$ cat config.mk
export PLATFORM = sky130hd
export DESIGN_NAME = icdma_top
export DESIGN_NICKNAME = d
export VERILOG_FILES = /design/src/hdl/icdma_pkg.sv /design/src/hdl/icdma_top.sv
export SDC_FILE = /design/constraint.sdc
export NUM_CORES = 1
export LEC_CHECK = 0
export BUFFER_PORTS_ARGS = -buffer_cell sky130_fd_sc_hd__buf_2
export CELL_PAD_IN_SITES_DETAIL_PLACEMENT = 0
export CELL_PAD_IN_SITES_GLOBAL_PLACEMENT = 1
export CORE_ASPECT_RATIO = 0.7
export CORE_MARGIN = 4
export CORE_UTILIZATION = 52
export CTS_CLUSTER_DIAMETER = 80
export DETAILED_ROUTE_END_ITERATION = 8
export PLACE_DENSITY_LB_ADDON = 0.12
export SLEW_MARGIN = 20
export SYNTH_ARGS = -nofsm -noshare
export SYNTH_HDL_FRONTEND = slang
export SYNTH_SLANG_ARGS = --single-unit
$ cat constraint.sdc
create_clock -name MCLK_IN -period 6 [get_ports MCLK_IN]
set_input_delay 0.9 -clock MCLK_IN [delete_from_list [all_inputs] [get_ports MCLK_IN]]
set_output_delay 0.9 -clock MCLK_IN [all_outputs]
set_load 0.1 [all_outputs]
$ cat src/hdl/icdma_pkg.sv
// Constants and types shared by the interrupt controller and its micro DMA engine.
// Assumes an 8-bit CPU bus with 16-bit addresses and a single 100 MHz clock.
package icdma_pkg;
  // Clock and service timing
  localparam int CLK_PERIOD_NS = 10;
  localparam int SVC_TIME_NS = 9200; // Fixed service time with count left nonzero
  localparam int SVC_CYCLES = SVC_TIME_NS / CLK_PERIOD_NS;
  localparam int SVC_CNT_W = 10;
  // Channel map
  localparam int NUM_CH = 12;
  localparam logic [7:0] VEC_DIV8_FIRST = 8'h05; // Vector/8 of channel 0
  localparam int SERIAL_CH = 3; // Serial channel, never micro DMA
  localparam int SHARED_CH = 10; // Sync flag or external input two
  localparam int EXT0_CH = 0;
  localparam int EXT1_CH = 9;
  // Register offsets
  localparam logic [15:0] ADDR_EN_LOW = 16'hFFE9;
  localparam logic [15:0] ADDR_EN_DMA_SEL = 16'hFFEA;
  localparam logic [15:0] ADDR_DMA_EN = 16'hFFEB;
  localparam logic [15:0] ADDR_PEND_LOW = 16'hFFEC;
  localparam logic [15:0] ADDR_PEND_CLR = 16'hFFED;
  localparam int SEL_BIT = 3; // Shared channel select in ADDR_EN_DMA_SEL
  // Reset values
  localparam logic [7:0] RST_BYTE = 8'h00;
  // Parameter block
  localparam logic [15:0] PARAM_BASE = 16'hFF00;
  localparam int PARAM_BYTES = 6;
  localparam logic [2:0] OFS_COUNT = 3'h0;
  localparam logic [2:0] OFS_DST = 3'h1;
  localparam logic [2:0] OFS_SRC = 3'h3;
  localparam logic [2:0] OFS_MODE = 3'h5;
  localparam logic [2:0] WB_LAST = 3'h4; // Write-back covers count, dst, src
  localparam int WIDTH_BIT = 2; // Mode bit for two-byte transfers
  typedef enum logic [1:0] {
    UPD_FIXED = 2'b00,
    UPD_DST_INC = 2'b01,
    UPD_SRC_INC = 2'b10,
    UPD_SRC_DEC = 2'b11
  } icdma_upd_t;
  typedef struct packed {
    logic [7:0] count;
    logic [15:0] dst;
    logic [15:0] src;
    logic [7:0] mode;
  } icdma_param_t;
  typedef enum logic [2:0] {
    ST_IDLE = 3'b000,
    ST_LOAD = 3'b001,
    ST_READ = 3'b010,
    ST_WRITE = 3'b011,
    ST_SAVE = 3'b100,
    ST_PAD = 3'b101
  } icdma_state_t;
endpackage

$ cat src/hdl/icdma_top.sv
// Twelve-channel interrupt controller with micro DMA engine, plus its byte FIFO.
// Assumes a CPU bus that reads and writes the control bytes, a memory port with a
// one-cycle acknowledge, and same-clock internal sources; pin inputs are asynchronous.
`timescale 1ns/10ps

module icdma_fifo #(
  parameter int WIDTH = 8,
  parameter int DEPTH = 16
) (
  input wire logic clk_in,
  input wire logic rst_n_in,
  input wire logic in_valid_in,
  output logic in_ready_out,
  input wire logic [WIDTH-1:0] in_data_in,
  output logic out_valid_out,
  input wire logic out_ready_in,
  output logic [WIDTH-1:0] out_data_out
);
  localparam int AW = $clog2(DEPTH);
  logic [WIDTH-1:0] mem_reg [DEPTH];
  logic [AW:0] wr_ptr_reg, wr_ptr_next, rd_ptr_reg, rd_ptr_next;
  logic full, empty, push, pop;

  // Extra pointer bit tells full from empty
  always_comb begin
    full = (wr_ptr_reg[AW] != rd_ptr_reg[AW]) && (wr_ptr_reg[AW-1:0] == rd_ptr_reg[AW-1:0]);
    empty = (wr_ptr_reg == rd_ptr_reg);
    push = in_valid_in && !full;
    pop = out_ready_in && !empty;
    wr_ptr_next = push ? wr_ptr_reg + 1'b1 : wr_ptr_reg;
    rd_ptr_next = pop ? rd_ptr_reg + 1'b1 : rd_ptr_reg;
    in_ready_out = !full;
    out_valid_out = !empty;
    out_data_out = mem_reg[rd_ptr_reg[AW-1:0]];
  end

  always_ff @(posedge clk_in) begin
    if (!rst_n_in) begin
      wr_ptr_reg <= '0;
      rd_ptr_reg <= '0;
    end else begin
      wr_ptr_reg <= wr_ptr_next;
      rd_ptr_reg <= rd_ptr_next;
    end
  end

  // Storage carries no reset; only pointers define contents
  always_ff @(posedge clk_in) begin
    if (push) begin
      mem_reg[wr_ptr_reg[AW-1:0]] <= in_data_in;
    end
  end
endmodule

module icdma_top
  import icdma_pkg::*;
#(
  parameter int FIFO_DEPTH = 16
) (
  input wire logic MCLK_IN,
  input wire logic RESET_N_IN,
  input wire logic [2:0] EXT_IRQ_PIN_IN, // Zero, one, two, asynchronous
  input wire logic EXT_ZERO_TRIGGER_MODE_IN, // 0 level, 1 rising edge
  input wire logic SYNC_FLAG_IRQ_IN, // Same-clock pulse
  input wire logic [NUM_CH-1:0] INT_SRC_IN, // Same-clock internal pulses
  input wire logic [15:0] BUS_ADDR_IN,
  input wire logic [7:0] BUS_WDATA_IN,
  input wire logic BUS_WR_IN,
  input wire logic BUS_RD_IN,
  output logic [7:0] BUS_RDATA_OUT,
  output logic IRQ_OUT,
  output logic [7:0] IRQ_VECTOR_OUT,
  output logic IRQ_DMA_OUT,
  input wire logic IRQ_ACK_IN,
  output logic DMA_BUSY_OUT,
  output logic MEM_REQ_OUT,
  output logic MEM_WE_OUT,
  output logic [15:0] MEM_ADDR_OUT,
  output logic [7:0] MEM_WDATA_OUT,
  input wire logic [7:0] MEM_RDATA_IN,
  input wire logic MEM_ACK_IN
);
  // Pin synchronisers and edge history
  logic [2:0] pin_s1_reg, pin_s2_reg, pin_s3_reg;
  always_ff @(posedge MCLK_IN) begin
    if (!RESET_N_IN) begin
      pin_s1_reg <= '0;
      pin_s2_reg <= '0;
      pin_s3_reg <= '0;
    end else begin
      pin_s1_reg <= EXT_IRQ_PIN_IN;
      pin_s2_reg <= pin_s1_reg;
      pin_s3_reg <= pin_s2_reg;
    end
  end

  logic [7:0] en_low_reg, en_low_next, en_sel_reg, en_sel_next, dma_en_reg, dma_en_next;
  logic [NUM_CH-1:0] pend_reg, pend_next, set_vec, clr_vec, en_vec, dma_vec;
  logic [2:0] pin_rise;
  logic wr_hit_clr;

  // Flag layout: enables ch0-7 low, ch8-11 in upper nibble; DMA ch0-7, ch8-10 low bits
  always_comb begin
    en_vec = {en_sel_reg[7:4], en_low_reg};
    dma_vec = {1'b0, en_sel_reg[2:0], dma_en_reg};
    dma_vec[SERIAL_CH] = 1'b0;
  end

  // Latch set sources
  always_comb begin
    pin_rise = pin_s2_reg & ~pin_s3_reg;
    set_vec = INT_SRC_IN;
    set_vec[EXT1_CH] = pin_rise[1];
    set_vec[SHARED_CH] = en_sel_reg[SEL_BIT] ? pin_rise[2] : SYNC_FLAG_IRQ_IN;
    set_vec[EXT0_CH] = EXT_ZERO_TRIGGER_MODE_IN ? pin_rise[0] : pin_s2_reg[0];
  end

  logic [3:0] pres_ch_reg, pres_ch_next;
  logic irq_reg, irq_next, irq_dma_reg, irq_dma_next;
  logic [7:0] vec_reg, vec_next;
  logic fb_reg, fb_next;
  logic [3:0] fb_ch_reg, fb_ch_next;
  logic accept;
  logic [7:0] clr_code;

  // Clear by code written to the upper status location only
  always_comb begin
    wr_hit_clr = BUS_WR_IN && (BUS_ADDR_IN == ADDR_PEND_CLR);
    clr_code = BUS_WDATA_IN - VEC_DIV8_FIRST;
    accept = irq_reg && IRQ_ACK_IN;
    clr_vec = '0;
    for (int i = 0; i < NUM_CH; i++) begin
      if (wr_hit_clr && clr_code == 8'(i)) begin
        clr_vec[i] = 1'b1;
      end
      if (accept && !fb_reg && pres_ch_reg == 4'(i)) begin
        clr_vec[i] = 1'b1;
      end
    end
    // Set wins over clear; level mode simply follows the pin
    pend_next = (pend_reg & ~clr_vec) | set_vec;
    if (!EXT_ZERO_TRIGGER_MODE_IN) begin
      pend_next[EXT0_CH] = pin_s2_reg[0];
    end
  end

  // Register writes
  always_comb begin
    en_low_next = en_low_reg;
    en_sel_next = en_sel_reg;
    dma_en_next = dma_en_reg;
    if (BUS_WR_IN) begin
      unique case (BUS_ADDR_IN)
        ADDR_EN_LOW: en_low_next = BUS_WDATA_IN;
        ADDR_EN_DMA_SEL: en_sel_next = BUS_WDATA_IN;
        ADDR_DMA_EN: dma_en_next = BUS_WDATA_IN;
        default: ;
      endcase
    end
  end

  logic [7:0] rdata_next, rdata_reg;
  // Read mux; status shows latches, unmapped reads zero
  always_comb begin
    rdata_next = rdata_reg;
    if (BUS_RD_IN) begin
      unique case (BUS_ADDR_IN)
        ADDR_EN_LOW: rdata_next = en_low_reg;
        ADDR_EN_DMA_SEL: rdata_next = en_sel_reg;
        ADDR_DMA_EN: rdata_next = dma_en_reg;
        ADDR_PEND_LOW: rdata_next = {pend_reg[3:0], 4'h0};
        ADDR_PEND_CLR: rdata_next = pend_reg[11:4];
        default: rdata_next = RST_BYTE;
      endcase
    end
  end

  always_ff @(posedge MCLK_IN) begin
    if (!RESET_N_IN) begin
      en_low_reg <= RST_BYTE;
      en_sel_reg <= RST_BYTE;
      dma_en_reg <= RST_BYTE;
      pend_reg <= '0;
      rdata_reg <= RST_BYTE;
    end else begin
      en_low_reg <= en_low_next;
      en_sel_reg <= en_sel_next;
      dma_en_reg <= dma_en_next;
      pend_reg <= pend_next;
      rdata_reg <= rdata_next;
    end
  end

  // Engine state
  icdma_state_t st_reg, st_next;
  icdma_param_t prm_reg, prm_next;
  logic [3:0] ch_reg, ch_next;
  logic [2:0] idx_reg, idx_next;
  logic [SVC_CNT_W-1:0] svc_reg, svc_next;
  logic req_reg, req_next, we_reg, we_next;
  logic busy_reg, busy_next;
  logic [15:0] addr_reg, addr_next;
  logic [7:0] wd_reg, wd_next;
  logic fi_ready, fo_valid, fo_ready, fi_valid;
  logic [7:0] fo_data;
  logic two_byte;
  logic [7:0] cnt_dec;

  icdma_fifo #(.WIDTH(8), .DEPTH(FIFO_DEPTH)) u_fifo (
    .clk_in(MCLK_IN),
    .rst_n_in(RESET_N_IN),
    .in_valid_in(fi_valid),
    .in_ready_out(fi_ready),
    .in_data_in(MEM_RDATA_IN),
    .out_valid_out(fo_valid),
    .out_ready_in(fo_ready),
    .out_data_out(fo_data)
  );

  // Fixed priority: lowest index wins; no look at what is in service
  function automatic logic [4:0] pick(input logic [NUM_CH-1:0] req);
    pick = 5'h10;
    for (int i = NUM_CH - 1; i >= 0; i--) begin
      if (req[i]) begin
        pick = 5'(i);
      end
    end
  endfunction

  logic [4:0] win;
  // Presenter: fallback after count zero goes first, as ordinary vectoring
  always_comb begin
    win = pick(pend_reg & en_vec);
    irq_next = 1'b0;
    pres_ch_next = pres_ch_reg;
    irq_dma_next = 1'b0;
    vec_next = vec_reg;
    fb_next = fb_reg;
    fb_ch_next = fb_ch_reg;
    if (accept && fb_reg) begin
      fb_next = 1'b0;
    end
    if (st_reg == ST_IDLE && !accept) begin
      if (fb_reg) begin
        irq_next = 1'b1;
        pres_ch_next = fb_ch_reg;
      end else if (!win[4]) begin
        irq_next = 1'b1;
        pres_ch_next = win[3:0];
        irq_dma_next = dma_vec[win[3:0]];
      end
      vec_next = 8'({pres_ch_next, 3'b000} + {VEC_DIV8_FIRST, 3'b000});
    end
    if (st_reg == ST_SAVE && MEM_ACK_IN && idx_reg == WB_LAST && prm_reg.count == 8'h00) begin
      fb_next = 1'b1;
      fb_ch_next = ch_reg;
    end
  end

  // Micro DMA engine: load, copy through FIFO, write back, pad
  always_comb begin
    st_next = st_reg;
    prm_next = prm_reg;
    ch_next = ch_reg;
    idx_next = idx_reg;
    svc_next = (svc_reg == '1) ? svc_reg : svc_reg + 1'b1;
    req_next = req_reg;
    we_next = we_reg;
    addr_next = addr_reg;
    wd_next = wd_reg;
    fi_valid = 1'b0;
    fo_ready = 1'b0;
    two_byte = prm_reg.mode[WIDTH_BIT];
    cnt_dec = prm_reg.count - 8'h01;
    unique case (st_reg)
      ST_IDLE: begin
        if (accept && irq_dma_reg && !fb_reg) begin
          st_next = ST_LOAD;
          ch_next = pres_ch_reg;
          idx_next = 3'h0;
          svc_next = '0;
          req_next = 1'b1;
          we_next = 1'b0;
          addr_next = PARAM_BASE + 16'(vec_reg);
        end
      end
      ST_LOAD: begin
        if (MEM_ACK_IN) begin
          unique case (idx_reg)
            OFS_COUNT: prm_next.count = MEM_RDATA_IN;
            3'h1: prm_next.dst[7:0] = MEM_RDATA_IN;
            3'h2: prm_next.dst[15:8] = MEM_RDATA_IN;
            3'h3: prm_next.src[7:0] = MEM_RDATA_IN;
            3'h4: prm_next.src[15:8] = MEM_RDATA_IN;
            default: prm_next.mode = MEM_RDATA_IN;
          endcase
          if (idx_reg == 3'(PARAM_BYTES - 1)) begin
            st_next = ST_READ;
            idx_next = 3'h0;
            req_next = 1'b0;
          end else begin
            idx_next = idx_reg + 3'h1;
            addr_next = addr_reg + 16'h0001;
          end
        end
      end
      ST_READ: begin
        // Source bytes fill the FIFO; a full FIFO holds the request back
        fi_valid = MEM_ACK_IN;
        if (MEM_ACK_IN) begin
          req_next = 1'b0;
          if (idx_reg[0] == two_byte) begin
            st_next = ST_WRITE;
            idx_next = 3'h0;
          end else begin
            idx_next = 3'h1;
          end
        end else if (!req_reg && fi_ready) begin
          req_next = 1'b1;
          we_next = 1'b0;
          addr_next = prm_reg.src + 16'(idx_reg[0]);
        end
      end
      ST_WRITE: begin
        if (MEM_ACK_IN) begin
          req_next = 1'b0;
          if (idx_reg[0] == two_byte) begin
            st_next = ST_SAVE;
            idx_next = 3'h0;
            // Step by width per update code
            unique case (icdma_upd_t'(prm_reg.mode[1:0]))
              UPD_FIXED: ;
              UPD_DST_INC: prm_next.dst = prm_reg.dst + (two_byte ? 16'h0002 : 16'h0001);
              UPD_SRC_INC: prm_next.src = prm_reg.src + (two_byte ? 16'h0002 : 16'h0001);
              UPD_SRC_DEC: prm_next.src = prm_reg.src - (two_byte ? 16'h0002 : 16'h0001);
            endcase
            prm_next.count = cnt_dec;
          end else begin
            idx_next = 3'h1;
          end
        end else if (!req_reg && fo_valid) begin
          fo_ready = 1'b1;
          req_next = 1'b1;
          we_next = 1'b1;
          wd_next = fo_data;
          addr_next = prm_reg.dst + 16'(idx_reg[0]);
        end
      end
      ST_SAVE: begin
        // Only parameter bytes are touched; no CPU register is written
        if (MEM_ACK_IN) begin
          req_next = 1'b0;
          if (idx_reg == WB_LAST) begin
            st_next = (prm_reg.count == 8'h00) ? ST_IDLE : ST_PAD;
          end else begin
            idx_next = idx_reg + 3'h1;
          end
        end else if (!req_reg) begin
          req_next = 1'b1;
          we_next = 1'b1;
          addr_next = PARAM_BASE + 16'(vec_reg) + 16'(idx_reg);
          unique case (idx_reg)
            OFS_COUNT: wd_next = prm_reg.count;
            3'h1: wd_next = prm_reg.dst[7:0];
            3'h2: wd_next = prm_reg.dst[15:8];
            3'h3: wd_next = prm_reg.src[7:0];
            default: wd_next = prm_reg.src[15:8];
          endcase
        end
      end
      ST_PAD: begin
        // Fixed service length hides width; slow memory can only stretch it
        if (svc_reg >= SVC_CNT_W'(SVC_CYCLES - 1)) begin
          st_next = ST_IDLE;
        end
      end
      default: st_next = ST_IDLE;
    endcase
    // Busy flag registered so the output comes from a flip-flop
    busy_next = (st_next != ST_IDLE);
  end

  always_ff @(posedge MCLK_IN) begin
    if (!RESET_N_IN) begin
      st_reg <= ST_IDLE;
      prm_reg <= '0;
      ch_reg <= '0;
      idx_reg <= '0;
      svc_reg <= '0;
      req_reg <= 1'b0;
      we_reg <= 1'b0;
      busy_reg <= 1'b0;
      addr_reg <= '0;
      wd_reg <= RST_BYTE;
      irq_reg <= 1'b0;
      irq_dma_reg <= 1'b0;
      pres_ch_reg <= '0;
      vec_reg <= RST_BYTE;
      fb_reg <= 1'b0;
      fb_ch_reg <= '0;
    end else begin
      st_reg <= st_next;
      prm_reg <= prm_next;
      ch_reg <= ch_next;
      idx_reg <= idx_next;
      svc_reg <= svc_next;
      req_reg <= req_next;
      we_reg <= we_next;
      busy_reg <= busy_next;
      addr_reg <= addr_next;
      wd_reg <= wd_next;
      irq_reg <= irq_next;
      irq_dma_reg <= irq_dma_next;
      pres_ch_reg <= pres_ch_next;
      vec_reg <= vec_next;
      fb_reg <= fb_next;
      fb_ch_reg <= fb_ch_next;
    end
  end

  // Outputs straight from flip-flops
  assign BUS_RDATA_OUT = rdata_reg;
  assign IRQ_OUT = irq_reg;
  assign IRQ_VECTOR_OUT = vec_reg;
  assign IRQ_DMA_OUT = irq_dma_reg;
  assign DMA_BUSY_OUT = busy_reg;
  assign MEM_REQ_OUT = req_reg;
  assign MEM_WE_OUT = we_reg;
  assign MEM_ADDR_OUT = addr_reg;
  assign MEM_WDATA_OUT = wd_reg;
endmodule

After elaboration in Yosys (flattened, before gate mapping)
Memories as Yosys holds them, arrays and structs flattened. A register that Yosys moved wholly into a read port is not among the register bits.
Index checks and enable logic that the tools add are counted.
{"block": "totals", "elab_cells": 327, "in_bits": 55, "romBits": 0, "reg_bits": 177, "ram_bits": 128, "n_memories": 1, "latch_bits": 0}
{"memory": "u_fifo.mem_reg", "words": 16, "width": 8, "rd": 1, "rd_clocked_by_memory_dff": 1, "write_ports": 1, "line": "icdma_top.sv:20", "rtl": "logic [WIDTH-1:0] mem_reg [DEPTH];"}
{"block": "classes", "n_reduce_logical": 75, "order_cmp": 2, "n_mul": 0, "muxes": 125, "bitwise": 9, "addsub": 15, "shifts": 0, "n_eq_ne": 69, "n_div": 0}
{"operator": "$mux 16", "n": 10}
{"operator": "$eq 16x16->1 const B", "n": 5}
{"operator": "$mux 40", "n": 2}
{"operator": "$mux 8", "n": 10}
{"operator": "$pmux 16 s5", "n": 1}
{"operator": "$pmux 40 s2", "n": 1}
{"operator": "$mux 5", "n": 12}
{"operator": "$mux 1", "n": 53}
{"operator": "$mux 3", "n": 17}
{"operator": "$mux 48", "n": 1}
{"operator": "$pmux 8 s5", "n": 1}
{"operator": "$logic_and 1x1->1", "n": 39}
{"operator": "$ne 2x2->1 const B", "n": 18}
{"operator": "$reduce_and 6->1", "n": 6}
{"operator": "$add 16x1->16", "n": 2}
{"operator": "$add 16x16->16", "n": 2}
{"operator": "$eq 8x3->1 const B", "n": 4}
{"operator": "$eq 8x4->1 const B", "n": 4}
{"operator": "$pmux 16 s2", "n": 1}
{"operator": "$pmux 8 s4", "n": 1}
{"operator": "$mux 10", "n": 3}
{"operator": "$and 12x12->12", "n": 2}
{"operator": "$mux 4", "n": 5}
{"operator": "$pmux 3 s6", "n": 1}
{"operator": "58 further kinds", "n": 94}

Logic depth before layout (Yosys ltp)
Gate-level depths: netlist (run 1).
{"block": "logic_depth", "depth_word": 17, "depth_mapped": 17, "mapped_depth_nobuf": 12}

By module
Synthesis (run 1) repeated with hierarchy kept, for this count alone.
{"block": "unflattened", "hier_cells": 1558, "hier_area_um2": 15452.3}
{"mod": "icdma_top", "area_per_inst_um2": 9630.5, "seq_area_each_um2": 3183.1, "instances": 1, "cells_per_inst": 1274}
{"mod": "icdma_fifo", "area_per_inst_um2": 5821.8, "seq_area_each_um2": 4124.0, "instances": 1, "cells_per_inst": 284}

Worst setup path before layout (run 1)
OpenSTA, ideal clock, no wires.
{"block": "synth_timing", "kind": "reg-to-reg", "start": "register st_reg[0]", "end": "register addr_reg[8] (netlist: MEM_ADDR_OUT[8])", "t_arrival_ns": 3.404, "stages_incl_launch_ff": 18, "setup_time_ns": 0.091, "path_slack_ns": 2.505, "period_less_slack_ns": 3.495, "cell_sequence": "dfxtp_1 > buf_2 > and3b_1 > buf_2 > buf_2 > clkbuf_1 > buf_1 > nand2_1 > o21ai_0 > ha_1 > ha_1 > nand2_1 > mux2i_1 > o21ai_0 > nor2_1 > xnor2_1 > o22ai_1 > a311oi_1"}
{"block": "synth_between", "elab_chain_len": 3, "elab_cells_between_ends": 17, "classes_between": "13 x eq/ne; 1 x mux; 3 x reduce/logical"}
{"item": "start: declaration", "line": "icdma_top.sv:195", "rtl": "icdma_state_t st_reg, st_next;"}
{"item": "start signal: assignment", "line": "icdma_top.sv:402", "rtl": "st_reg <= st_next;"}
{"item": "$eq 3x3->1, or another cell as far along", "line": "icdma_top.sv:275", "rtl": "unique case (st_reg)"}
{"item": "$reduce_bool 5->1 (no line), or another cell as far along"}
{"item": "$reduce_and 10->1 (no line)"}
{"item": "end signal: assignment", "line": "icdma_top.sv:410", "rtl": "addr_reg <= addr_next;"}
{"item": "end: declaration", "line": "icdma_top.sv:202", "rtl": "logic [15:0] addr_reg, addr_next;"}
Several ways; a longest one is shown, not always the timed one.
A chain may end at the register's enable or synchronous reset.

Worst setup path after layout (run 1)
{"block": "layout_timing", "start": "register st_reg[2]", "end": "register addr_reg[8] (netlist: MEM_ADDR_OUT[8])"}
The elaborated chain is that of the path after synthesis.

==> impl_results.md, run 1 <==
* Outcome: finished, final reports clean
* Register area at 7310 um2
* Fill count at 2479
* Startpoint types: register
* DRC viols at 0
* Design area at 16800 um2
* Worst-Margin Slew at 1.01 ns
* Syn avg cell area at 9.70 um2
* H-tree level count at 1
* Area Overhead vs Synth at 10.7%
* Hold endpoint: pend_reg[9]
* Clk slew on worst S/H paths at 0.07 ns
* Clock Path Buffers at 3
* Simple-gate share of the synthesized area at 16.5%
* Worst hold path type: register to register
* CP Class: register to register
* Count of state elements after synthesis at 301
* Antenna viol nets, final at 0
* Final Core Density at 59.3%
* Sequential share of the synthesized area at 48.3%
* Clock latency on the worst-skew pair at 0.60 ns
* Max FO, Critical Path at just over 50
* Period utilisation layout at around 65%
* Detail Placement HPWL at 31.1 mm
* Synthesized cell area at 15100 um2
* Total routed wirelength at 44.6 mm
* Unrepaired setup endpoints after global routing: no
* # setup viols final at 0
* Die width at 212 um
* Post-synth cell types at between 70 and 80
* Final Hold Fails at 0
* CTS tree: done
* Post-synthesis cell count at between 1500 and 2000
* Buffers added on ports at 93
* Area of the multi-input gates at about 7400 um2
* FF-to-FF path depth at 12
* Clock Skew at roughly 0.043 ns
* Inserted Clock Buffers at 30
* R2R setup slack at 2.09 ns
* Period minus WS final at 3.91 ns
* Setup TNS Final at 0 ns
* Worst setup margin at around 2.1 ns
* Number of max-slew violations in the final report at 0
* Place WS at around 2.2 ns
* FF-to-FF Start: st_reg[2]
* Post-place instance area at ~16000 um2
* Maxcap violations at 0
* Clock sink count at 301
* Total GRT Usage at 27.6%
* Synth Area in Adders at 2.99%
* Cells on Worst Hold Path at 1
* Max reg flops at roughly 130
* Vias in the first global route at 11500
* PD cells at 247 nW/um2
* Ports at 100
* Core ar. at 28300 um2
* Fmax at between 200 and 300 MHz
* Asr flop ratio synth at 0%
* Initial Utilization at 53.6%
* Drt initial violations at 1546
* Initial antenna violation count at 2
* Worst path arrival time at 4.38 ns
* Drt pass-1 iters at 5
* FF-to-FF End: MEM_ADDR_OUT[8]
* Compound-Gate Fraction of Synth Area at approximately a fifth
* Post-CTS Hold Buffers at 0
* Mux cell area share after synthesis at 6.61%
* Critical Path RT at 6.47 ns
* Routed WL per cell at 22.3 um
* Worst Hold Launch: pin_s3_reg[1]
* GP Congestion at 0.918
* Die area at 32000 um2
* Top_reg_cell synth: dfxtp_1
* Post-synth EDFFs at around 130
* Xor/xnor share of the synthesized area at ~2.8%
* Via count at ~13000
* # rows at 51
* Leakage power at 0.00585 uW
* Clock Root Buffer: clkbuf_16
* Largest family of logic cells by synthesized area: compound AO/OA/AOI/OAI gates
* Vert. Die Dim at between 150 and 200 um
* DR vias/cell at 6.37
* Slew Limit Headroom at 32.2%
* Worst setup EP type: register
* Final #Nets at between 1500 and 2000
* YS warnings at 0
* Final Hold Slack at between 0.4 and 0.5 ns
* VDD IR max at 217 uV
* Post-CTS sizing at 0
* Largest net degree at the start of global routing at 73
* Total congestion overflow at 0
* Layout cells sized above 1 at roughly an eighth
* Setup bufs post-CTS at 0
* First-pass GRT wire length at between 60 and 70 mm
## cell families (layout without fill, tap and decap cells)
family          Yosys count  count (layout)
simple gates            524             524
compound gates          469             469
flops                   301             301
buf+inv                 122             189
mux                      60              60
xor+xnor                 49              49
fa+ha+maj                35              35
other cells               1               4
## final cells by class
| class | instances | share of cell area [%] |
|---|---|---|
| Clock inverter | 18 | 0.918 |
| Clock buffer | 38 | 4.78 |
| Timing Repair Buffer | 108 | 3.45 |
| Sequential cell | 301 | 43.6 |
| Inverter | 25 | 0.560 |
| Multi-Input combinational cell | 1140 | 43.9 |
| Antenna cell | 1 | 0.0149 |
| Tap cell | 371 | 2.77 |
## layer usage
layer / share of wire [%] / vias up / track usage [%]
met2: 40 / 617 / 36.2
li1: - / 5935 / -
met4: 1.6 / 0 / 5.47
met5: 0 / - / 0
met1: 47 / 6136 / 45.2
met3: 11 / 67 / 7.23
## how the worst max path moves through the flow
stage	startpoint	endpoint	slack, ns	cells after the start
3_5_place_dp	st_reg[2]	MEM_ADDR_OUT[8]	2.15	12
6_report	st_reg[2]	MEM_ADDR_OUT[8]	2.09	12
3_3_place_gp	st_reg[2]	MEM_ADDR_OUT[8]	2.18	12
4_1_cts	st_reg[2]	MEM_ADDR_OUT[8]	2.10	12
5_1_grt	st_reg[2]	MEM_ADDR_OUT[8]	1.69	12
2_1_floorplan	st_reg[0]	MEM_ADDR_OUT[8]	2.50	17
## placed cells by master, fill, tap and decap left out, drive strengths merged, types with 32 or more instances in the layout
| cell type | synthesis | layout |
|---|---|---|
| nand3 | 71 | 71 |
| o21ai | 114 | 114 |
| edfxtp | 128 | 128 |
| a21oi | 146 | 146 |
| mux4 | 32 | 32 |
| a22oi | 40 | 40 |
| ha | 33 | 33 |
| nor2 | 129 | 129 |
| clkbuf | 69 | 38 |
| dfxtp | 173 | 173 |
| buf | 28 | 108 |
| nand2 | 169 | 169 |
## worst max-delay path, stage by stage, from the launching register on
cell and delay (ns):
dfxtp_1 0.79, and3b_2 0.29, buf_4 0.31, o21ai_0 0.24, ha_1 0.36, ha_1 0.32
nand2_1 0.08, mux2i_1 0.58, o21ai_0 0.19, nor2_1 0.15, xnor2_1 0.13, o22ai_1 0.10
a311oi_1 0.25
## where the power goes
group / internal [uW] / total [uW] / switching [uW] / leakage [uW]
clock: 998 / 1840 / 839 / 0.000463
sequential: 2140 / 2160 / 14.9 / 0.00255
combinational: 32.9 / 139 / 106 / 0.00284
total: 3170 / 4130 / 960 / 0.00585
## stage by stage
| step | power (uW) | instances |
|---|---|---|
| after floorplan | 2270 | 1563 |
| after global placement | 2330 | 1945 |
| after detailed placement | 2340 | 1945 |
| after CTS | 4150 | 2001 |
| after global routing | 4270 | 2002 |
| final | 4130 | 2002 |
## synth_stat cells (28+ instances only)
cell,instances,area [um2]
dfxtp_1,173,3460
nand2_1,169,634
a21oi_1,146,731
nor2_1,129,484
edfxtp_1,128,3840
o21ai_0,114,571
nand3_1,71,355
clkbuf_1,68,255
a22oi_1,40,300
ha_1,33,413
mux4_2,32,721
xor2_1,29,254
a31oi_1,28,175
mux2i_1,28,280
No activity file was read; power rests on OpenSTA's default activity.
==> run 2: changes to the inputs <==
--- a/config.mk
+++ b/config.mk
@@ -5,12 +5,13 @@
 export SDC_FILE = /design/constraint.sdc
 export NUM_CORES = 1
 export LEC_CHECK = 0
+export ABC_AREA = 1
 export BUFFER_PORTS_ARGS = -buffer_cell sky130_fd_sc_hd__buf_2
 export CELL_PAD_IN_SITES_DETAIL_PLACEMENT = 0
 export CELL_PAD_IN_SITES_GLOBAL_PLACEMENT = 1
 export CORE_ASPECT_RATIO = 0.7
 export CORE_MARGIN = 4
-export CORE_UTILIZATION = 52
+export CORE_UTILIZATION = 42
 export CTS_CLUSTER_DIAMETER = 80
 export DETAILED_ROUTE_END_ITERATION = 8
 export PLACE_DENSITY_LB_ADDON = 0.12
==> constraint.sdc (replaced) <==
create_clock -name MCLK_IN -period 3.3 [get_ports MCLK_IN]
set_input_delay 0.495 -clock MCLK_IN [delete_from_list [all_inputs] [get_ports MCLK_IN]]
set_output_delay 0.495 -clock MCLK_IN [all_outputs]
set_load 0.1 [all_outputs]
==> run 2 against run 1 <==
Clock-buffer cell count rose by 5. Fmax rose by 40%. Total power rose by 83%. Global-route usage fell by 5.7 points. Sequential cell count did not move. Cell area rose by 2.4%.
==> impl_results.md, run 2 <==
* Setup TNS Final at 0 ns (unchanged)
* Unrepaired setup endpoints after global routing: no
* Drt pass-1 iters at 5 (unchanged)
* Antenna Cells at 0 (-1)
* Buffers added on ports at 93 (unchanged)
* Initial Utilization at 43.2% (-10 points)
* PD cells at 440 nW/um2 (+79%)
* Routed WL per cell at 18.3 um (-18%)
* Synth top area share at 25.3% (-0.077 points)
* Count of state elements after synthesis at 301 (unchanged)
* Die area at 39300 um2 (+23%)
* Critical Path RT at 3.73 ns (-2.74 ns)
* Area contributors post-synth: edfxtp_1 25%, dfxtp_1 23%, nand2_1 6.8%, o21ai_0 6.7%, nor2_1 5.8%
* Fill count at 3483 (+41%)
* Slew Limit Headroom at 45.7% (+14 points)
* Post-synthesis cell count at 1857 (+19%)
* Mux cell area share after synthesis at 0% (-6.6 points)
* Period minus WS final at 2.79 ns (-1.12 ns)
* VDD IR max at 392 uV (+81%)
* Die width at 235 um (+11%)
* First-pass GRT wire length at 70.3 mm (+2.2%)
* Setup bufs post-CTS at 0 (unchanged)
* Area of the multi-input gates at 6790 um2 (-7.8%)
* Inserted Clock Buffers at 31 (+3.3%)
* Most frequent cells in the layout: 277 x nand2_1, 233 x nor2_1, 202 x o21ai_0
* Clock sink count at 301 (unchanged)
* Worst path arrival time at 3.22 ns (-1.16 ns)
* Top_reg_cell synth: dfxtp_1
* DRC viols at 0 (unchanged)
* Number of max-slew violations in the final report at 0 (unchanged)
* Detail Placement HPWL at 32.5 mm (+4.2%)
* Total GRT Usage at 21.9% (-5.7 points)
* Antenna viol nets, final at 0 (unchanged)
* Synthesized cell area at 15200 um2 (+0.31%)
* Design area at 17200 um2 (+2.4%)
* Top-count cell post-synth: nand2_1
* DR vias/cell at 5.48 (-14%)
* Largest area contributor in the netlist: edfxtp_1
* Vert. Die Dim at 167 um (+11%)
* Worst setup EP type: register
* Total routed wirelength at 44.7 mm (+0.22%)
* Final Hold Slack at 0.0986 ns (-0.322 ns)
* CP Class: register to register
* Initial antenna violation count at 1 (-1)
* GP Congestion at 0.924 (+0.56%)
* Startpoint types: register
* Compound-Gate Fraction of Synth Area at 21.0% (+1.5 points)
* Max reg flops at 128 (unchanged)
* Final Hold Fails at 0 (unchanged)
* Xor/xnor share of the synthesized area at 0.980% (-1.9 points)
* Max FO, Critical Path at 4 (-92%)
* Post-place instance area at 16200 um2 (+2.6%)
* Synth Area in Adders at 2.98% (-0.0091 points)
* Worst-Margin Slew at 0.813 ns (-0.200 ns)
* Post-synth EDFFs at 128 (unchanged)
* CTS tree: done
* Clock latency on the worst-skew pair at 0.58 ns (-0.02 ns)
* Most common cell after layout, fill and taps aside: nand2_1
* Commonest cells post-synth: 277 x nand2_1, 233 x nor2_1, 202 x o21ai_0
* Drt initial violations at 1322 (-14%)
* Vias in the first global route at 12500 (+8.1%)
* Post-synth cell types at 62 (-18%)
* # setup viols final at 0 (unchanged)
* Largest net degree at the start of global routing at 65 (-11%)
* Area Overhead vs Synth at 13.0%
* Asr flop ratio synth at 0% (unchanged)
* YS warnings at 0 (unchanged)
* Clock Path Buffers at 3 (unchanged)
* H-tree level count at 1 (unchanged)
* Layout cells sized above 1 at 11.3% (-1.4 points)
* Fmax at 359 MHz (+40%)
* Clock Root Buffer: clkbuf_16
* Ports at 100 (unchanged)
* Sequential share of the synthesized area at 48.1% (-0.15 points)
* # rows at 57 (+12%)
* Via count at 13400 (+5.1%)
* Maxcap violations at 0 (unchanged)
* Register area at 7310 um2 (unchanged)
* Syn avg cell area at 8.18 um2 (-16%)
* Largest family of logic cells by synthesized area: compound AO/OA/AOI/OAI gates
* Post-CTS sizing at 0 (unchanged)
* Simple-gate share of the synthesized area at 19.6% (+3.1 points)
* Clock Skew at 0.0107 ns (-0.0320 ns)
* Post-CTS Hold Buffers at 0 (unchanged)
* Period utilisation layout at 84.4% (+19 points)
* Core ar. at 35200 um2 (+24%)
* Total congestion overflow at 0 (unchanged)
* Outcome: finished, final reports clean
* Worst hold path type: primary input to register
* Clk slew on worst S/H paths at 0.07 ns (about the same)
* Leakage power at 0.00666 uW (+14%)
* Final #Nets at 2043 (+20%)
## run 2: changes by cell type after synthesis, sizes merged, moves of 16 or more
cell | before | now
nor2b | 18 | 0
o21ai | 114 | 215
o22ai | 4 | 23
a22oi | 40 | 2
inv | 24 | 206
o221ai | 4 | 33
mux4 | 32 | 0
nor2 | 129 | 248
clkbuf | 69 | 46
mux2i | 28 | 0
nand2 | 169 | 284
a211oi | 23 | 39
xnor2 | 20 | 2
## run 2: final cells by class
class,instances,share of cell area [%]
inverters,209,4.60
multi-input cells,1282,39.6
flip-flops and latches,301,42.6
clock inverters,12,0.678
well taps,472,3.44
repair buffers,128,4.32
clock buffers,43,4.84
## run 2: report_power, final
| group | internal, uW | switching, uW |
|---|---|---|
| combinational | 54.2 | 178 |
| clock | 1900 | 1510 |
| sequential | 3900 | 17.1 |
## run 2: per-layer routing
| metal | vias to the layer above | global-route usage [%] | wire [um] |
|---|---|---|---|
| met5 | - | 0 | 7 |
| li1 | 6657 | - | - |
| met3 | 46 | 4.09 | 3080 |
| met4 | 2 | 2.96 | 576 |
| met1 | 6316 | 35.1 | 23200 |
| met2 | 383 | 31.2 | 17900 |
## run 2: kinds of logic after synthesis
group,count (synthesis)
AOI/OAI and AO/OA,538
xor gates and xnor gates,17
adders and majority gates,35
buffers and inverters,276
DFF,301
other,1
and+or+nand+nor,689
## run 2: per-stage QoR
| step | util, % | worst slack, ns | instances | power (uW) |
|---|---|---|---|---|
| 2_1_floorplan | - | 0.642 | 1859 | 4120 |
| 3_3_place_gp | 46.1 | 0.612 | 2392 | 4220 |
| 3_5_place_dp | 46.1 | 0.525 | 2392 | 4230 |
| 4_1_cts | 48.8 | 0.517 | 2447 | 7610 |
| 5_1_grt | 48.8 | 0.245 | 2447 | 7800 |
| 6_report | 48.8 | 0.515 | 2447 | 7560 |
## run 2: path summary, 6_finish.rpt
check | start | cells after the start | end | slack [ns]
setup / recovery | prm_reg[2] | 14 | prm_reg[36] | 0.51
hold / removal | EXT_IRQ_PIN_IN[1] | 3 | pin_s1_reg[1] | 0.1
setup reg to reg | prm_reg[2] | 14 | prm_reg[36] | 0.51
hold reg to reg | pin_s1_reg[0] | 2 | pin_s2_reg[0] | 0.41
## run 2: critical path, stage by stage, from the launching register on
cell	delay [ns]
dfxtp_1	0.39
inv_1	0.19
ha_1	0.20
inv_1	0.05
fa_1	0.38
nor2_1	0.15
nand2_1	0.10
nor2_1	0.16
nand2_1	0.11
nor2_1	0.14
nand4_1	0.22
nor3_1	0.25
inv_1	0.06
a31oi_1	0.14
a31oi_1	0.10
==> run 3: changes to the inputs <==
--- a/config.mk
+++ b/config.mk
@@ -11,7 +11,7 @@
 export CELL_PAD_IN_SITES_GLOBAL_PLACEMENT = 1
 export CORE_ASPECT_RATIO = 0.7
 export CORE_MARGIN = 4
-export CORE_UTILIZATION = 42
+export CORE_UTILIZATION = 46
 export CTS_CLUSTER_DIAMETER = 80
 export DETAILED_ROUTE_END_ITERATION = 8
 export PLACE_DENSITY_LB_ADDON = 0.12
==> constraint.sdc (replaced) <==
create_clock -name MCLK_IN -period 2.6 [get_ports MCLK_IN]
set_input_delay 0.39 -clock MCLK_IN [delete_from_list [all_inputs] [get_ports MCLK_IN]]
set_output_delay 0.39 -clock MCLK_IN [all_outputs]
set_load 0.1 [all_outputs]
==> run 3 against run 2 <==
Wire length fell by 0.75%. First-iteration DRC count down 1.4%. Clock power increased by 26%. Largest cell class unchanged. Critical endpoint is now MEM_ADDR_OUT[10]. Sequential cell count is the same. Total power up 26%.
==> impl_results.md, run 3 (same netlist as run 2, synthesis figures left out) <==
* Layout cells sized above 1 at 13.6% (+2.3 points)
* DRC viols at 0 (unchanged)
* Worst setup margin at 0.127 ns (-0.388 ns)
* Inserted Clock Buffers at 30 (-3.2%)
* Final Core Density at 54.0% (+5.1 points)
* # setup viols final at 0 (unchanged)
* GP Congestion at 0.917 (-0.76%)
* Total GRT Usage at 24.2% (+2.3 points)
* Maxcap violations at 0 (unchanged)
* FF-to-FF Start: st_reg[0]
* Drt initial violations at 1303 (-1.4%)
* Initial Utilization at 46.9% (+3.7 points)
* Top Metal Used: met4
* Critical Path RT at 3.05 ns (-0.68 ns)
* Most common cell after layout, fill and taps aside: nand2_1
* FF-to-FF End: MEM_ADDR_OUT[10]
* Vias in the first global route at 12500 (+0.75%)
* First-pass GRT wire length at 70.5 mm (+0.25%)
* Initial antenna violation count at 0 (-1)
* Met2 WL at 17.7 mm (-1.0%)
* Ports at 100 (unchanged)
* Total congestion overflow at 0 (unchanged)
* Worst setup endpoint: MEM_ADDR_OUT[10]
* Clk slew on worst S/H paths at 0.06 ns (about the same)
* Total routed wirelength at 44.4 mm (-0.75%)
* Unrepaired setup endpoints after global routing: yes
* CTS tree: done
* Most frequent cells in the layout: 276 x nand2_1, 231 x nor2_1, 198 x o21ai_0
* Drt pass-1 iters at 5 (unchanged)
* Register area at 7310 um2 (about the same)
* VDD IR max at 523 uV (+34%)
* Vert. Die Dim at 160 um (-4.2%)
* Slew Limit Headroom at 48.8% (+3.1 points)
* Core ar. at 32400 um2 (-7.8%)
* Worst path arrival time at 2.92 ns (-0.30 ns)
* PD cells at 546 nW/um2 (+24%)
* Routed WL per cell at 18.2 um (-0.30%)
* Area of the multi-input gates at 6860 um2 (+1.1%)
* Largest net degree at the start of global routing at 70 (+7.7%)
* Clock Root Buffer: clkbuf_16
* Worst-Margin Slew at 0.767 ns (-0.0463 ns)
* Period utilisation layout at 95.1% (+11 points)
* Clock Skew at 0.0365 ns (+0.0258 ns)
* Leakage power at 0.00685 uW (+2.9%)
* Clock latency on the worst-skew pair at 0.59 ns (about the same)
* Outcome: finished, final reports clean
* CP Class: register to register
* Startpoint types: register
* CP startpoint: st_reg[0]
* Max reg flops at 128 (unchanged)
* Fmax at 404 MHz (+13%)
* Die area at 36000 um2 (-8.3%)
* Die width at 225 um (-4.3%)
* FF-to-FF path depth at 16 (+2)
* Fill count at 3072 (-12%)
* Buffers added on ports at 93 (unchanged)
* DR vias/cell at 5.55 (+1.4%)
* R2R setup slack at 0.13 ns (-0.39 ns)
* Area Overhead vs Synth at 15.1%
* Final Hold Fails at 0 (unchanged)
* Met1 Wirelength at 22.3 mm (-3.8%)
* Period minus WS final at 2.47 ns (-0.312 ns)
* Max FO, Critical Path at 8 (+4)
* Clock sink count at 301 (unchanged)
* # rows at 55 (-3.5%)
* Final #Nets at 2076 (+1.6%)
* Antenna Cells at 0 (unchanged)
* Worst hold path type: primary input to register
* Worst setup EP type: register
* Number of max-slew violations in the final report at 0 (unchanged)
* Via count at 13500 (+0.92%)
* Place WS at 0.142 ns (-0.383 ns)
* Antenna viol nets, final at 0 (unchanged)
* WL met3 at 3.66 mm (+19%)
* H-tree level count at 1 (unchanged)
* Clock Path Buffers at 3 (unchanged)
* Detail Placement HPWL at 32.2 mm (-0.70%)
## run 3: final cells by class
class / instances / area share [%]
well taps: 427 / 3.06
inverters: 209 / 4.51
multi-input cells: 1282 / 39.2
clock inverters: 14 / 0.894
flip-flops and latches: 301 / 41.8
clock buffers: 41 / 4.53
repair buffers: 162 / 5.95
## run 3: layer usage
metal	global-route usage, %	vias up
li1	-	6723
met1	39.4	6316
met2	33.5	445
met3	4.65	43
met4	3.85	0
met5	0	-
## run 3: through the flow
step	power [uW]	area, um2	hold WS (ns)	TNS (ns)	instances
after global routing	9900	17500	0.0592	-0.122	2436
after detailed placement	5370	16400	0.396	0	2372
after global placement	5370	16400	0.399	0	2372
final	9550	17500	0.0653	0	2436
after CTS	9640	17400	0.0363	0	2430
after floorplan	5230	15200	0.390	-0.0189	1859
## run 3: where the power goes
part | leakage [uW] | switching [uW] | internal (uW)
Clock | 0.000459 | 1860 | 2430
Combinational | 0.00384 | 227 | 76.8
Sequential | 0.00255 | 21.3 | 4950
## run 3: repair_timing
item,4_1_cts,5_1_grt
resized for setup,0,26
setup endpoints to repair,0,15
hold buffers,3,0
endpoints found under the hold margin,3,0
buffers inserted,0,6
## run 3: how the worst min path moves through the flow
stage	from	endpoint	cells past startpoint
floorplan	pin_s1_reg[0]	pin_s2_reg[0]	2
global placement	pin_s1_reg[0]	pin_s2_reg[0]	2
detailed placement	pin_s1_reg[0]	pin_s2_reg[0]	2
CTS	INT_SRC_IN[2]	pend_reg[2]	3
global route	INT_SRC_IN[7]	pend_reg[7]	3
finish	INT_SRC_IN[2]	pend_reg[2]	3
## run 3: worst max-delay path, cell delays in order (launching register included)
cell,delay [ns]
dfxtp_2,0.33
inv_2,0.04
nor2_4,0.14
nand2_4,0.12
o21ai_2,0.17
buf_6,0.13
ha_2,0.19
ha_4,0.13
nand2_2,0.08
nor2_4,0.14
nand2_2,0.08
nor3_4,0.26
nand2_2,0.09
o21ai_2,0.12
a21oi_1,0.07
nor3_1,0.22
nor2_1,0.06
